$ cat config.mk
export PLATFORM = sky130hd
export DESIGN_NAME = flsr_status_regs
export DESIGN_NICKNAME = d
export VERILOG_FILES = /design/src/rtl/flsr_pkg.sv /design/src/rtl/flsr_spi_link.sv /design/src/rtl/flsr_status_regs.sv
export VERILOG_INCLUDE_DIRS = /design/src /design/src/rtl
export SDC_FILE = /design/constraint.sdc
export NUM_CORES = 1
export LEC_CHECK = 0
export BUFFER_PORTS_ARGS = -buffer_cell sky130_fd_sc_hd__buf_2
export CORE_UTILIZATION = 40
export DETAILED_ROUTE_END_ITERATION = 7
export REMOVE_ABC_BUFFERS = 1
export SLEW_MARGIN = 20
export SYNTH_ARGS = -nofsm -noshare
export SYNTH_HDL_FRONTEND = slang
export SYNTH_SLANG_ARGS = --single-unit
$ cat constraint.sdc
create_clock -name clk -period 4.1 [get_ports clk]
set_clock_uncertainty 0.2 [all_clocks]
set_input_delay 0 -clock clk [delete_from_list [all_inputs] [get_ports clk]]
set_output_delay 0 -clock clk [all_outputs]
set_load 0.01 [all_outputs]
$ cat src/rtl/flsr_regs.svh
`ifndef FLSR_REGS_SVH
`define FLSR_REGS_SVH

// command opcodes
`define FLSR_OP_WRSR1 8'h01
`define FLSR_OP_WRSR2 8'h31
`define FLSR_OP_WRSR3 8'h11
`define FLSR_OP_RDSR1 8'h05
`define FLSR_OP_RDSR2 8'h35
`define FLSR_OP_RDSR3 8'h15
`define FLSR_OP_WREN 8'h06
`define FLSR_OP_WRDI 8'h04
`define FLSR_OP_VWREN 8'h50
`define FLSR_OP_SUSPEND 8'h75
`define FLSR_OP_RESUME 8'h7a
`define FLSR_OP_PP 8'h02
`define FLSR_OP_SE 8'h20
`define FLSR_OP_BE32 8'h52
`define FLSR_OP_BE64 8'hd8
`define FLSR_OP_CE1 8'hc7
`define FLSR_OP_CE2 8'h60

// field positions
`define FLSR_S1_BUSY 0
`define FLSR_S1_LATCH 1
`define FLSR_S1_BP_LSB 2
`define FLSR_S1_BP_MSB 4
`define FLSR_S1_PROT_LO 7
`define FLSR_S2_SUSPEND 7
`define FLSR_S2_COMPL 6
`define FLSR_S2_LB_MSB 5
`define FLSR_S2_LB_LSB 3
`define FLSR_S2_QUAD 1
`define FLSR_S2_PROT_HI 0
`define FLSR_S3_PINSEL 7
`define FLSR_S3_DRV_MSB 6
`define FLSR_S3_DRV_LSB 5
`define FLSR_S3_HIFREQ 4

// writable masks and reset values
`define FLSR_S1_WMASK 8'hfc
`define FLSR_S2_WMASK 8'h43
`define FLSR_S2_LBMASK 8'h38
`define FLSR_S3_WMASK 8'hf0
`define FLSR_S1_RST 8'h00
`define FLSR_S2_RST 8'h00
`define FLSR_S3_RST 8'h00

// default operation times in clk cycles
`define FLSR_T_WRSR_CYC 2000
`define FLSR_T_PP_CYC 3000
`define FLSR_T_ERASE_CYC 8000

`endif

$ cat src/rtl/flsr_pkg.sv
package flsr_pkg;
   typedef logic [7:0] flsr_byte_type;
   typedef enum logic [1:0] {
      FLSR_ST_IDLE = 2'b00,
      FLSR_ST_BUSY = 2'b01,
      FLSR_ST_SUSP = 2'b11
   } flsr_state_type;
endpackage : flsr_pkg

$ cat src/rtl/flsr_spi_link.sv
`timescale 1ns/10ps
module flsr_spi_link
   import flsr_pkg::*;
(
   input wire logic clk,
   input wire logic rst,
   input wire logic sclk,
   input wire logic cs_n,
   input wire logic mosi,
   input wire flsr_byte_type tx_byte,
   input wire logic tx_enable,
   output flsr_byte_type rx_byte,
   output logic rx_valid,
   output logic rx_first,
   output logic frame_end,
   output logic frame_whole,
   output logic miso_o,
   output logic miso_oe
);
   logic sclk_meta_q, sclk_sync_q, sclk_prev_q;
   logic cs_meta_q, cs_sync_q, cs_prev_q;
   logic mosi_meta_q, mosi_sync_q;
   logic [2:0] bit_cnt_q;
   logic [6:0] shift_q;
   logic first_q;
   logic [6:0] tx_sh_q;
   logic rise, fall;

   // two-stage synchronisers; first stage feeds only the second
   always_ff @(posedge clk or posedge rst) begin
      if (rst) begin
         sclk_meta_q <= 1'b0;
         sclk_sync_q <= 1'b0;
         cs_meta_q <= 1'b1;
         cs_sync_q <= 1'b1;
         mosi_meta_q <= 1'b0;
         mosi_sync_q <= 1'b0;
      end else begin
         sclk_meta_q <= sclk;
         sclk_sync_q <= sclk_meta_q;
         cs_meta_q <= cs_n;
         cs_sync_q <= cs_meta_q;
         mosi_meta_q <= mosi;
         mosi_sync_q <= mosi_meta_q;
      end
   end

   always_ff @(posedge clk or posedge rst) begin
      if (rst) begin
         sclk_prev_q <= 1'b0;
         cs_prev_q <= 1'b1;
      end else begin
         sclk_prev_q <= sclk_sync_q;
         cs_prev_q <= cs_sync_q;
      end
   end

   assign rise = sclk_sync_q & ~sclk_prev_q & ~cs_sync_q;
   assign fall = ~sclk_sync_q & sclk_prev_q & ~cs_sync_q;
   assign frame_end = cs_sync_q & ~cs_prev_q;
   // a frame counts only if it ended on a byte boundary
   assign frame_whole = (bit_cnt_q == 3'h0);

   always_ff @(posedge clk or posedge rst) begin
      if (rst) begin
         bit_cnt_q <= 3'h0;
         shift_q <= 7'h00;
         rx_byte <= 8'h00;
         rx_valid <= 1'b0;
         rx_first <= 1'b0;
         first_q <= 1'b1;
      end else begin
         rx_valid <= 1'b0;
         if (cs_sync_q) begin
            bit_cnt_q <= 3'h0;
            first_q <= 1'b1;
         end else if (rise) begin
            bit_cnt_q <= bit_cnt_q + 3'h1;
            shift_q <= {shift_q[5:0], mosi_sync_q};
            if (bit_cnt_q == 3'h7) begin
               rx_byte <= {shift_q, mosi_sync_q};
               rx_valid <= 1'b1;
               rx_first <= first_q;
               first_q <= 1'b0;
            end
         end
      end
   end

   // mode 0: msb goes out right after the byte boundary, the rest on falling edges
   always_ff @(posedge clk or posedge rst) begin
      if (rst) begin
         miso_o <= 1'b0;
         miso_oe <= 1'b0;
         tx_sh_q <= 7'h00;
      end else if (cs_sync_q) begin
         miso_oe <= 1'b0;
      end else if (rx_valid) begin
         miso_o <= tx_byte[7];
         tx_sh_q <= tx_byte[6:0];
         miso_oe <= tx_enable;
      end else if (fall && bit_cnt_q != 3'h0) begin
         miso_o <= tx_sh_q[6];
         tx_sh_q <= {tx_sh_q[5:0], 1'b0};
      end
   end
endmodule : flsr_spi_link

$ cat src/rtl/flsr_status_regs.sv
`timescale 1ns/10ps
`include "flsr_regs.svh"
module flsr_status_regs
   import flsr_pkg::*;
#(
   parameter int CNT_W = 24,
   parameter int T_WRSR_CYC = `FLSR_T_WRSR_CYC,
   parameter int T_PP_CYC = `FLSR_T_PP_CYC,
   parameter int T_ERASE_CYC = `FLSR_T_ERASE_CYC
) (
   input wire logic clk,
   input wire logic rst,
   input wire logic sclk,
   input wire logic cs_n,
   input wire logic mosi,
   input wire logic wp_n,
   output logic miso_o,
   output logic miso_oe,
   output logic busy,
   output logic write_enable_latch,
   output logic suspend_flag,
   output logic [2:0] block_protect,
   output logic complement_protect,
   output logic [2:0] secreg_lock,
   output logic quad_io_enable,
   output logic protect_mode_hi,
   output logic protect_mode_lo,
   output logic pin_function_select,
   output logic hold_pin_active,
   output logic reset_pin_active,
   output logic [1:0] drive_strength,
   output logic high_freq_mode
);
   flsr_state_type state_q;
   logic [CNT_W-1:0] cnt_q;
   logic pe_q, latch_q, vol_q;
   flsr_byte_type s1_q, s2_q, s3_q, cmd_q, d0_q, d1_q;
   logic got_cmd_q;
   logic [1:0] nbytes_q;
   logic wp_meta_q, wp_sync_q;
   flsr_byte_type rx_byte, tx_byte, op, status_one, status_two, status_three;
   logic rx_valid, rx_first, frame_end, frame_whole, tx_enable, exec_w;
   logic sr12_locked, wr_ok, nv_w;
   logic do_wren, do_wrdi, do_vwren, do_wrsr, do_pe, do_susp, do_resume;
   logic [CNT_W-1:0] pe_cyc;

   flsr_spi_link u_link (
      .clk(clk),
      .rst(rst),
      .sclk(sclk),
      .cs_n(cs_n),
      .mosi(mosi),
      .tx_byte(tx_byte),
      .tx_enable(tx_enable),
      .rx_byte(rx_byte),
      .rx_valid(rx_valid),
      .rx_first(rx_first),
      .frame_end(frame_end),
      .frame_whole(frame_whole),
      .miso_o(miso_o),
      .miso_oe(miso_oe)
   );

   always_ff @(posedge clk or posedge rst) begin
      if (rst) begin
         wp_meta_q <= 1'b1;
         wp_sync_q <= 1'b1;
      end else begin
         wp_meta_q <= wp_n;
         wp_sync_q <= wp_meta_q;
      end
   end

   assign busy = (state_q == FLSR_ST_BUSY);
   assign suspend_flag = (state_q == FLSR_ST_SUSP);
   assign write_enable_latch = latch_q;
   assign status_one = {s1_q[7:2], latch_q, busy};
   assign status_two = {suspend_flag, s2_q[6:0]};
   assign status_three = s3_q;

   // reads are answered live, so polling sees busy drop mid-frame
   assign op = rx_first ? rx_byte : cmd_q;
   always_comb begin
      tx_enable = 1'b1;
      case (op)
         `FLSR_OP_RDSR1: tx_byte = status_one;
         `FLSR_OP_RDSR2: tx_byte = status_two;
         `FLSR_OP_RDSR3: tx_byte = status_three;
         default: begin
            tx_byte = 8'h00;
            tx_enable = 1'b0;
         end
      endcase
   end

   always_ff @(posedge clk or posedge rst) begin
      if (rst) begin
         cmd_q <= 8'h00;
         d0_q <= 8'h00;
         d1_q <= 8'h00;
         got_cmd_q <= 1'b0;
         nbytes_q <= 2'h0;
      end else if (frame_end) begin
         got_cmd_q <= 1'b0;
         nbytes_q <= 2'h0;
      end else if (rx_valid) begin
         if (rx_first) begin
            cmd_q <= rx_byte;
            got_cmd_q <= 1'b1;
         end else begin
            if (nbytes_q == 2'h0)
               d0_q <= rx_byte;
            if (nbytes_q == 2'h1)
               d1_q <= rx_byte;
            if (nbytes_q != 2'h3)
               nbytes_q <= nbytes_q + 2'h1;
         end
      end
   end

   assign exec_w = frame_end & frame_whole & got_cmd_q;
   // quad mode removes the protect pin from the decision
   assign sr12_locked = s2_q[`FLSR_S2_PROT_HI] |
      (s1_q[`FLSR_S1_PROT_LO] & ~wp_sync_q & ~s2_q[`FLSR_S2_QUAD]);
   assign wr_ok = latch_q | vol_q;
   assign nv_w = latch_q;

   always_comb begin
      do_wren = 1'b0;
      do_wrdi = 1'b0;
      do_vwren = 1'b0;
      do_wrsr = 1'b0;
      do_pe = 1'b0;
      do_susp = 1'b0;
      do_resume = 1'b0;
      pe_cyc = CNT_W'(T_PP_CYC);
      if (exec_w) begin
         if (state_q == FLSR_ST_BUSY) begin
            // everything else is dropped while busy
            do_susp = (cmd_q == `FLSR_OP_SUSPEND) & pe_q;
         end else if (state_q == FLSR_ST_SUSP) begin
            do_resume = (cmd_q == `FLSR_OP_RESUME);
         end else begin
            case (cmd_q)
               `FLSR_OP_WREN: do_wren = 1'b1;
               `FLSR_OP_WRDI: do_wrdi = 1'b1;
               `FLSR_OP_VWREN: do_vwren = 1'b1;
               `FLSR_OP_WRSR1, `FLSR_OP_WRSR2, `FLSR_OP_WRSR3:
                  do_wrsr = wr_ok & (nbytes_q != 2'h0);
               `FLSR_OP_PP: do_pe = latch_q;
               `FLSR_OP_SE, `FLSR_OP_BE32, `FLSR_OP_BE64,
               `FLSR_OP_CE1, `FLSR_OP_CE2: begin
                  do_pe = latch_q;
                  pe_cyc = CNT_W'(T_ERASE_CYC);
               end
               default: do_pe = 1'b0;
            endcase
         end
      end
   end

   // status write applies masked fields; busy, latch and suspend are not stored here
   always_ff @(posedge clk or posedge rst) begin
      if (rst) begin
         s1_q <= `FLSR_S1_RST;
         s2_q <= `FLSR_S2_RST;
         s3_q <= `FLSR_S3_RST;
      end else if (do_wrsr) begin
         if (cmd_q == `FLSR_OP_WRSR1 && !sr12_locked)
            s1_q <= d0_q & `FLSR_S1_WMASK;
         if (!sr12_locked && ((cmd_q == `FLSR_OP_WRSR1 && nbytes_q >= 2'h2) ||
             cmd_q == `FLSR_OP_WRSR2)) begin
            // lock bits only ever set, and only by a non-volatile write
            s2_q <= ((cmd_q == `FLSR_OP_WRSR2 ? d0_q : d1_q) & `FLSR_S2_WMASK) |
               (s2_q & `FLSR_S2_LBMASK) |
               ((cmd_q == `FLSR_OP_WRSR2 ? d0_q : d1_q) & `FLSR_S2_LBMASK &
               {8{nv_w}});
         end
         if (cmd_q == `FLSR_OP_WRSR3)
            s3_q <= d0_q & `FLSR_S3_WMASK;
      end
   end

   always_ff @(posedge clk or posedge rst) begin
      if (rst) begin
         latch_q <= 1'b0;
      end else if (do_wren) begin
         latch_q <= 1'b1;
      end else if (do_wrdi | do_pe | (do_wrsr & nv_w)) begin
         latch_q <= 1'b0;
      end
   end

   // volatile enable lasts until the next executed command
   always_ff @(posedge clk or posedge rst) begin
      if (rst) begin
         vol_q <= 1'b0;
      end else if (do_vwren) begin
         vol_q <= 1'b1;
      end else if (exec_w && state_q == FLSR_ST_IDLE) begin
         vol_q <= 1'b0;
      end
   end

   always_ff @(posedge clk or posedge rst) begin
      if (rst) begin
         state_q <= FLSR_ST_IDLE;
         cnt_q <= '0;
         pe_q <= 1'b0;
      end else begin
         case (state_q)
            FLSR_ST_IDLE: begin
               if (do_pe) begin
                  state_q <= FLSR_ST_BUSY;
                  cnt_q <= pe_cyc;
                  pe_q <= 1'b1;
               end else if (do_wrsr && nv_w) begin
                  state_q <= FLSR_ST_BUSY;
                  cnt_q <= CNT_W'(T_WRSR_CYC);
                  pe_q <= 1'b0;
               end
            end
            FLSR_ST_BUSY: begin
               if (do_susp) begin
                  state_q <= FLSR_ST_SUSP;
               end else if (cnt_q == CNT_W'(1)) begin
                  state_q <= FLSR_ST_IDLE;
                  cnt_q <= '0;
               end else begin
                  cnt_q <= cnt_q - CNT_W'(1);
               end
            end
            FLSR_ST_SUSP: begin
               if (do_resume)
                  state_q <= FLSR_ST_BUSY;
            end
            default: state_q <= FLSR_ST_IDLE;
         endcase
      end
   end

   always_ff @(posedge clk or posedge rst) begin
      if (rst) begin
         hold_pin_active <= 1'b1;
         reset_pin_active <= 1'b0;
      end else begin
         hold_pin_active <= ~s2_q[`FLSR_S2_QUAD] & ~s3_q[`FLSR_S3_PINSEL];
         reset_pin_active <= ~s2_q[`FLSR_S2_QUAD] & s3_q[`FLSR_S3_PINSEL];
      end
   end

   assign block_protect = s1_q[`FLSR_S1_BP_MSB:`FLSR_S1_BP_LSB];
   assign complement_protect = s2_q[`FLSR_S2_COMPL];
   assign secreg_lock = s2_q[`FLSR_S2_LB_MSB:`FLSR_S2_LB_LSB];
   assign quad_io_enable = s2_q[`FLSR_S2_QUAD];
   assign protect_mode_hi = s2_q[`FLSR_S2_PROT_HI];
   assign protect_mode_lo = s1_q[`FLSR_S1_PROT_LO];
   assign pin_function_select = s3_q[`FLSR_S3_PINSEL];
   assign drive_strength = s3_q[`FLSR_S3_DRV_MSB:`FLSR_S3_DRV_LSB];
   assign high_freq_mode = s3_q[`FLSR_S3_HIFREQ];
endmodule : flsr_status_regs

Yosys cells after proc, flatten, opt, wreduce, memory -nomap -nowiden:

Cells that the tools add are included.

* logic and storage cells: 209
* register bits after elaboration: 114
* bits in latches: 0
* memory bits (read-only): 0
* memories kept: 0
* bits of input ports: 6
* bits in writable memories: 0

* divide/modulo/power cells: 0
* muxes and demuxes: 70
* shift-type cells: 0
* multiply operators: 0
* reductions and logical operators: 43
* $lt $le $gt $ge: 1
* eq/ne operators: 28
* add/sub/neg operators: 3
* bitwise gates (word level): 30

Operators with widths (number)
* $mux W24: 4
* $pmux W24 S2: 1
* $mux W1: 45
* $eq A8 B7 Y1 const B: 5
* $mux W13: 3
* $eq A24 B1 Y1 const B: 1
* $eq A8 B3 Y1 const B: 3
* $eq A8 B6 Y1 const B: 3
* $pmux W8 S3: 1
* $reduce_bool A2 Y1: 12
* $sub A24 B1 Y24 const B: 1
* $mux W7: 3
* $mux W2: 9
* $reduce_and A2 Y1: 9
* $eq A8 B5 Y1 const B: 2
* $eq A8 B8 Y1 const B: 2
* $and A1 B1 Y1: 14
* $reduce_and A3 Y1: 4
* $not A1 Y1: 9
* $eq A8 B1 Y1 const B: 1
* $eq A8 B2 Y1 const B: 1
* $mux W8: 1
* $reduce_and A4 Y1: 2
* $and A6 B7 Y7: 1
* 24 further kinds: 38

Logic depth before layout (Yosys ltp):

Gate-level depths: netlist (run 1).

* depth in word-level cells: 10
* gate-level depth with buffers: 11

By module:

Synthesis (run 1) repeated with hierarchy kept, for this count alone.

* cells, all modules: 518
* area, all modules: 5761.8 sq um

By module, submodules not included
* flsr_status_regs: area an instance 4155.2 sq um, times used 1, cells each 399, sequential area each 1855.5 sq um
* flsr_spi_link: area an instance 1606.5 sq um, times used 1, cells each 119, sequential area each 955.9 sq um

Worst setup path after synthesis (run 1):

Ideal clock, no wire load.

* path type: reg2reg
* start point: register cmd_q[7]
* end point: register state_q[0]
* stages on the path, launching flop included: 8
* required time: 3.775 ns
* path buffers: 1
* library setup time: 0.125 ns
* slack: 1.153 ns
* data arrival time: 2.622 ns
* path through: dfrtp_1 -> or3_4 -> or3_1 -> or4_4 -> a41o_1 -> buf_6 -> nor3b_1 -> mux2_2

* longest elaborated chain between the ends: 9

RTL lines
* start, declared: RTL line flsr_status_regs.sv:37 `flsr_byte_type s1_q, s2_q, s3_q, cmd_q, d0_q, d1_q;`
* start signal, assigned: RTL line flsr_status_regs.sv:108 `cmd_q <= rx_byte;`
* $eq A8 B1 Y1 (tied with other cells): RTL line flsr_status_regs.sv:144 `case (cmd_q)`
* $reduce_or A3 Y1: RTL line flsr_status_regs.sv:144
* $mux W1: RTL line flsr_status_regs.sv:144
* $mux W1: RTL line flsr_status_regs.sv:141 `end else if (state_q == FLSR_ST_SUSP) begin`
* $mux W1: RTL line flsr_status_regs.sv:138 `if (state_q == FLSR_ST_BUSY) begin`
* $mux W1: RTL line flsr_status_regs.sv:137 `if (exec_w) begin`
* $logic_and A1 B1 Y1: RTL line flsr_status_regs.sv:217 `end else if (do_wrsr && nv_w) begin`
* $ne A3 B2 Y1 (no line)
* $reduce_and A3 Y1 (no line)
* end signal, assigned: RTL line flsr_status_regs.sv:214 `state_q <= FLSR_ST_BUSY;`
* end signal, assigned: RTL line flsr_status_regs.sv:218 `state_q <= FLSR_ST_BUSY;`
* end signal, assigned: RTL line flsr_status_regs.sv:225 `state_q <= FLSR_ST_SUSP;`
* end, declared: RTL line flsr_status_regs.sv:34 `flsr_state_type state_q;`

Parallel ways exist; a longest one is shown, timed or not.
A chain may end at the register's enable or synchronous reset.

Final worst setup path (run 1):

* start point: register u_link.cs_sync_q
* end point: register cnt_q[19]

* longest elaborated chain between the ends: 7

RTL lines
* start, declared: RTL line flsr_spi_link.sv:21 `logic cs_meta_q, cs_sync_q, cs_prev_q;`
* start signal, assigned: RTL line flsr_spi_link.sv:42 `cs_sync_q <= cs_meta_q;`
* $and A1 B1 Y1 *: RTL line flsr_spi_link.sv:60 `assign frame_end = cs_sync_q & ~cs_prev_q;`
* $and A1 B1 Y1 * (2 in series): RTL line flsr_status_regs.sv:121 `assign exec_w = frame_end & frame_whole & got_cmd_q;`
* $mux W1: RTL line flsr_status_regs.sv:137
* $logic_and A1 B1 Y1: RTL line flsr_status_regs.sv:217
* $ne A3 B2 Y1 (no line)
* $reduce_and A3 Y1 (no line)
* end signal, assigned: RTL line flsr_status_regs.sv:215 `cnt_q <= pe_cyc;`
* end signal, assigned: RTL line flsr_status_regs.sv:219 `cnt_q <= CNT_W'(T_WRSR_CYC);`
* end signal, assigned: RTL line flsr_status_regs.sv:230 `cnt_q <= cnt_q - CNT_W'(1);`
* end, declared: RTL line flsr_status_regs.sv:35 `logic [CNT_W-1:0] cnt_q;`

Mark *: on every way between the ends. The rest lies on a longest branch, timed or not.

==> results.yml, run 1 <==
outcome:
  outcome: "finished, final reports clean"
setup_path:
  endpoint_kind: "register"
  arrival_ps: 3340
  critPathRequiredTime_ps: 4180
  reg2reg_to: "cnt_q[19]$_DFFE_PP0P_"
  r2r_slack_ps: 830
  r2r_cells: 7
  cp_max_fo: 18
  crit_type: "reg -> reg"
  worstSetupStartpointType: "register"
  r2r-start: "u_link.cs_sync_q$_DFF_PP1_"
yosys:
  synth_cell_types: 56
  yosysWarnings: 0
  syn_area_per_cell_um2: 10.9
  synthArstFlopShare: 1.00
  synth-edff-count: 0
  yosysTopAreaCell: "dfrtp_1"
  synth-seq-cells: 112
  synthFlopType: "dfrtp_1"
  ys_top_cells_by_area: "dfrtp_1, mux2_2, nor2_1, dfstp_2, o31ai_1"
  ys_seq_area_frac: 0.511
  netlist.area_leader.share: 0.478
  synth_cells: 505
  synth_area_um2: 5500
pwr:
  peakVddDrop_mv: 0.288
  p_leak_uw: 0.00286
  swShare: 0.233
  seqPwrFrac: 0.539
  comb_power_share: 0.052
  power_density_nw_per_um2: 362
  p_sw_uw: 522
  p_clk_frac: 0.409
  power_uw: 2240
  internal_power_uw: 1720
floorplanning:
  num_io_pins: 27
  die_h_um: 119
  start_util: 0.412
  die_w_um: 119
  rows: 42
  die_area_um2: 14200
  core_area_um2: 13300
clocking:
  cts_buffers: 9
  postCtsSetupBuffers: 0
  cts_sinks: 112
  tritoncts: "yes"
  cts_root_buf: "clkbuf_16"
  clk_pin_slew_ps: 80
  clk_latency_ps: 350
  cts_max_level: 3
  clockBufferDepth: 2
worst_hold_path:
  min_from: "mosi"
  whs_path_depth: 2
  min_to: "u_link.mosi_meta_q$_DFF_PP0_"
  min_path_type: "in -> reg"
cells_and_area:
  drive_gt1_frac: 0.235
  area_delta_synth_final_pct: 12.4
  layout_common_cells: "dfrtp_1, mux2_2, nor2_1, o21ai_0, buf_2"
  mostFrequentLayoutCell: "dfrtp_1"
  diodes: 0
  fin_nets: 555
  design_area_um2: 6180
place:
  place_hpwl_um: 8830
  gp_congestion: 0.847
  io_buffers: 26
  post_dp_cell_area_um2: 5810
global_routing:
  grt_first_pass_wirelength_um: 21200
  grt_antenna_before_repair: 0
  grt_pass1_vias: 4117
  grt_max_degree: 50
  grt_overflow: 0
  grt_util_all_layers: 0.191
timing:
  fin_crit_sh: 0.796
  slew_headroom: 0.483
  tightest_slew_ps: 754
  min_period_ps: 3270
  rsz0062_at_grt: "no"
  setup_viol: 0
  tns_ps: 0
  finalHoldViolCount: 0
  slew_viol_final: 0
  hold-worst-slack_ps: 86.9
  fmax_mhz: 306
detailed_routing:
  final_antenna_net_count: 0
  drc_errors: 0
  viasPerCell: 5.62
  drt-total-wl_um: 12500
  dr_total_vias: 4032
  drtPass1Iterations: 5
  wl_per_cell_um: 17.4
  drtIter0Drc: 333
job:
  maxCapViolations: 0
[through the flow]
step	instances	util	setup slack, ps
3_3_place_gp	695	0.435	962
5_1_grt	717	0.463	621
4_1_cts	717	0.463	883
3_5_place_dp	695	0.435	904
2_1_floorplan	484	-	953
6_report	717	0.463	835
[per-layer routing]
metal,up-vias,track usage,share of wire
met3,12,0.0431,0.038
met2,79,0.305,0.49
met4,0,0.0759,0.017
li1,1913,-,-
met1,2028,0.251,0.45
met5,-,0,0
[critical path: stages (launching register included)]
cell	delay [ps]
dfstp_2	670
nor4bb_1	630
nand2_1	260
nor3_1	410
o21bai_1	390
buf_4	360
nor3_1	90
o22ai_1	160
[area by class of cell]
cell class / instances / area (µm²)
Fill cell: 1256 / 7170
Sequential cell: 112 / 2810
Clock buffer: 10 / 229
Clock inverter: 6 / 81.3
Multi-Input combinational cell: 353 / 2510
Inverter: 19 / 73.8
Tap cell: 176 / 220
Timing Repair Buffer: 41 / 258
[registers in the layout, indices dropped and copies added, names as in the netlist, 4 cells and up]
signal,count
cmd_q,8
cnt_q,24
d0_q,8
d1_q,6
s1_q,6
s2_q,6
s3_q,4
u_link.rx_byte,8
u_link.shift_q,7
u_link.tx_sh_q,7
[power groups by stage]
stage	combinational, µW	clock [µW]	sequential (µW)
2_1_floorplan	85.9	0	1220
3_3_place_gp	112	0	1220
3_5_place_dp	116	0	1230
4_1_cts	121	951	1210
5_1_grt	134	988	1220
6_report	117	916	1210
[logic make-up after synthesis]
kind of cell               count (synthesis)  synth area share
buffers and inverters                     40            0.0328
adders and majority gates                 13            0.0296
xor gates and xnor gates                   2           0.00319
AOI/OAI and AO/OA                        111             0.134
DFF                                      112             0.511
muxes                                     64             0.130
and+or+nand+nor                          163             0.160
[worst max path at each step]
stage	startpoint	end	slack, ps	depth (start not counted)
3_3_place_gp	u_link.cs_sync_q$_DFF_PP1_	s3_q[6]$_DFFE_PP0P_	960	5
2_1_floorplan	rst	cmd_q[0]$_DFFE_PP0P_	950	1
6_report	u_link.cs_sync_q$_DFF_PP1_	cnt_q[19]$_DFFE_PP0P_	830	7
5_1_grt	u_link.bit_cnt_q[0]$_DFFE_PP0P_	cnt_q[15]$_DFFE_PP0P_	620	9
4_1_cts	cmd_q[3]$_DFFE_PP0P_	cnt_q[1]$_DFFE_PP0P_	880	6
3_5_place_dp	u_link.cs_sync_q$_DFF_PP1_	s3_q[7]$_DFFE_PP0P_	900	5
[what timing repair did]
action,4_1_cts,5_1_grt
hold buffers,6,0
resized for setup,0,0
hold endpoints to repair,109,0
[cells in the mapped netlist, drive strengths merged, types with 2 or more instances]
cell    instances
a41o            2
nand2b          9
clkbuf         13
and2            5
o31a            2
a32o            2
inv            19
or2             3
dfstp           7
mux2i           6
nor4bb          4
nand3b          2
ha             13
a31o            3
nor2           56
buf             8
nand4           4
a31oi           7
o21ba           2
nand4b          3
xnor2           2
a21o            3
nor3b           5
a22oi           5
or3             6
nand2          20
o31ai          23
a211oi          2
nor4b           2
nor4           11
or4             4
a221oi          2
nor2b           6
nand3           6
o21ai          30
o41ai           3
dfrtp         105
a21oi          16
o22ai           4
mux2           58
nor3           14
Note: power is estimated with default switching activity, not from simulation.
==> inputs of run 2 (changes only) <==
==> constraint.sdc (replaced) <==
create_clock -name clk -period 3.1 [get_ports clk]
set_clock_uncertainty 0.2 [all_clocks]
set_input_delay 0 -clock clk [delete_from_list [all_inputs] [get_ports clk]]
set_output_delay 0 -clock clk [all_outputs]
set_load 0.01 [all_outputs]
==> results.yml, run 2 (same netlist as run 1, synthesis figures left out) <==
global_routing:
  grt_antenna_before_repair: 0
  grt_max_degree: 66
  grt_first_pass_wirelength_um: 20500
  grt_util_all_layers: 0.184
  grt_overflow: 0
  grt_pass1_vias: 4043
cells_and_area:
  layout_common_cells: "dfrtp_1, mux2_2, nor2_1, o21ai_0"
  drive_gt1_frac: 0.260
  mostFrequentLayoutCell: "dfrtp_1"
  design_area_um2: 6300
  top_register: "cnt_q"
  area_delta_synth_final_pct: 14.5
  fin_nets: 572
  diodes: 0
  final_cell_count_no_fill: 734
  largest_reg_flops: 24
setup_path:
  critPathMaxStageDelay_ps: 510
  critPathBufInv: 0
  crit_chain: "or3_4, or3_1, or4_4, a41o_1, or2_1, o31ai_1"
  crit_start: "cmd_q[7]$_DFFE_PP0P_"
  arrival_ps: 3010
  worstSetupStartpointType: "register"
  r2r_slack_ps: 140
  r2r-start: "cmd_q[7]$_DFFE_PP0P_"
  reg2reg_to: "cnt_q[1]$_DFFE_PP0P_"
  critPathRequiredTime_ps: 3150
  crit_type: "reg -> reg"
  cp_max_fo: 10
  path_delay_family: "simple AND/OR/NAND/NOR gates"
  r2r_cells: 6
  endpoint_kind: "register"
  crit_slowest_cell: "or4_4"
pwr:
  p_leak_uw: 0.00294
  peakVddDrop_mv: 0.406
  power_density_nw_per_um2: 459
  power_uw: 2890
clocking:
  cts_buffers: 9
  clockBufferDepth: 2
  post_cts_resized: 0
  clk_latency_ps: 350
  cts_sinks: 112
  cts_root_buf: "clkbuf_16"
  clk_pin_slew_ps: 80
  cts_max_level: 3
  tritoncts: "yes"
detailed_routing:
  drtIter0Drc: 250
  viasPerCell: 5.53
  wl_per_cell_um: 16.9
  drtPass1Iterations: 4
  drt-total-wl_um: 12400
  drc_errors: 0
  final_antenna_net_count: 0
  dr_total_vias: 4057
job:
  maxCapViolations: 0
timing:
  tightest_slew_ps: 633
  fmax_mhz: 338
  hold-worst-slack_ps: 79.2
  setup_viol: 0
  tns_ps: 0
  finalHoldViolCount: 0
  slew_viol_final: 0
  slew_headroom: 0.574
  rsz0062_at_grt: "no"
  fin_crit_sh: 0.955
  min_period_ps: 2960
place:
  gp_congestion: 0.826
  io_buffers: 26
  placed_cells: 713
  place_hpwl_um: 8870
  post_dp_cell_area_um2: 5960
floorplanning:
  die_area_um2: 14200
  core_area_um2: 13300
  die_h_um: 119
  die_w_um: 119
  num_io_pins: 27
  start_util: 0.412
  rows: 42
worst_hold_path:
  min_path_type: "in -> async"
outcome:
  outcome: "finished, final reports clean"
## run 2: cell types whose count changed in the layout (fill, tap and decap cells not counted), sizes merged
| cell | change |
|---|---|
| inv | -2 |
| buf | +18 |
| dlygate4sd3 | -1 |
| clkinvlp | +1 |
| clkinv | +1 |
| bufinv | -1 |
| clkbuf | +1 |
## run 2: how the worst max path moves through the flow
stage	end	cells past startpoint
after floorplan	cmd_q[0]$_DFFE_PP0P_	1
after global placement	state_q[0]$_DFFE_PP0P_	6
after detailed placement	cnt_q[1]$_DFFE_PP0P_	6
after CTS	cnt_q[1]$_DFFE_PP0P_	6
after global routing	cnt_q[1]$_DFFE_PP0P_	6
final	cnt_q[1]$_DFFE_PP0P_	6
## run 2: power breakdown
part | switching [µW] | internal, µW | total [µW]
Clock | 554 | 584 | 1140
Combinational | 81.2 | 78.1 | 159
Sequential | 49.0 | 1540 | 1590
## run 2: layout make-up
| type | instances | area [µm²] |
|---|---|---|
| flip-flops and latches | 112 | 2810 |
| repair buffers | 58 | 395 |
| well taps | 176 | 220 |
| clock inverters | 5 | 47.5 |
| fillers | 1273 | 7050 |
| clock buffers | 11 | 243 |
| inverters | 19 | 73.8 |
| multi-input cells | 353 | 2510 |
## run 2: metrics by stage
step / setup slack, ps / utilization
finish: 139 / 0.472
global placement: 212 / 0.446
floorplan: -47.4 / -
global route: 0.740 / 0.472
CTS: 119 / 0.472
detailed placement: 118 / 0.446
## run 2: repair_timing
item                                   in CTS  in global routing
setup endpoints to repair                   0                  0
endpoints found under the hold margin      51                  0
setup buffers                               0                  0
hold buffers                                5                  0
## run 2: routing by layer
| metal | part of all wire | routed length (µm) | GRT usage |
|---|---|---|---|
| met1 | 0.46 | 5720 | 0.236 |
| met2 | 0.50 | 6160 | 0.311 |
| met3 | 0.027 | 334 | 0.0374 |
| met4 | 0.012 | 151 | 0.0562 |
| met5 | 0 | 0 | 0 |
## run 2: worst register-to-register path, delay by kind of cell, from the launching register on
kind               cells  cell delay [ps]
AOI/OAI and AO/OA      2              620
and+or+nand+nor        4             1660
DFF                    1              380
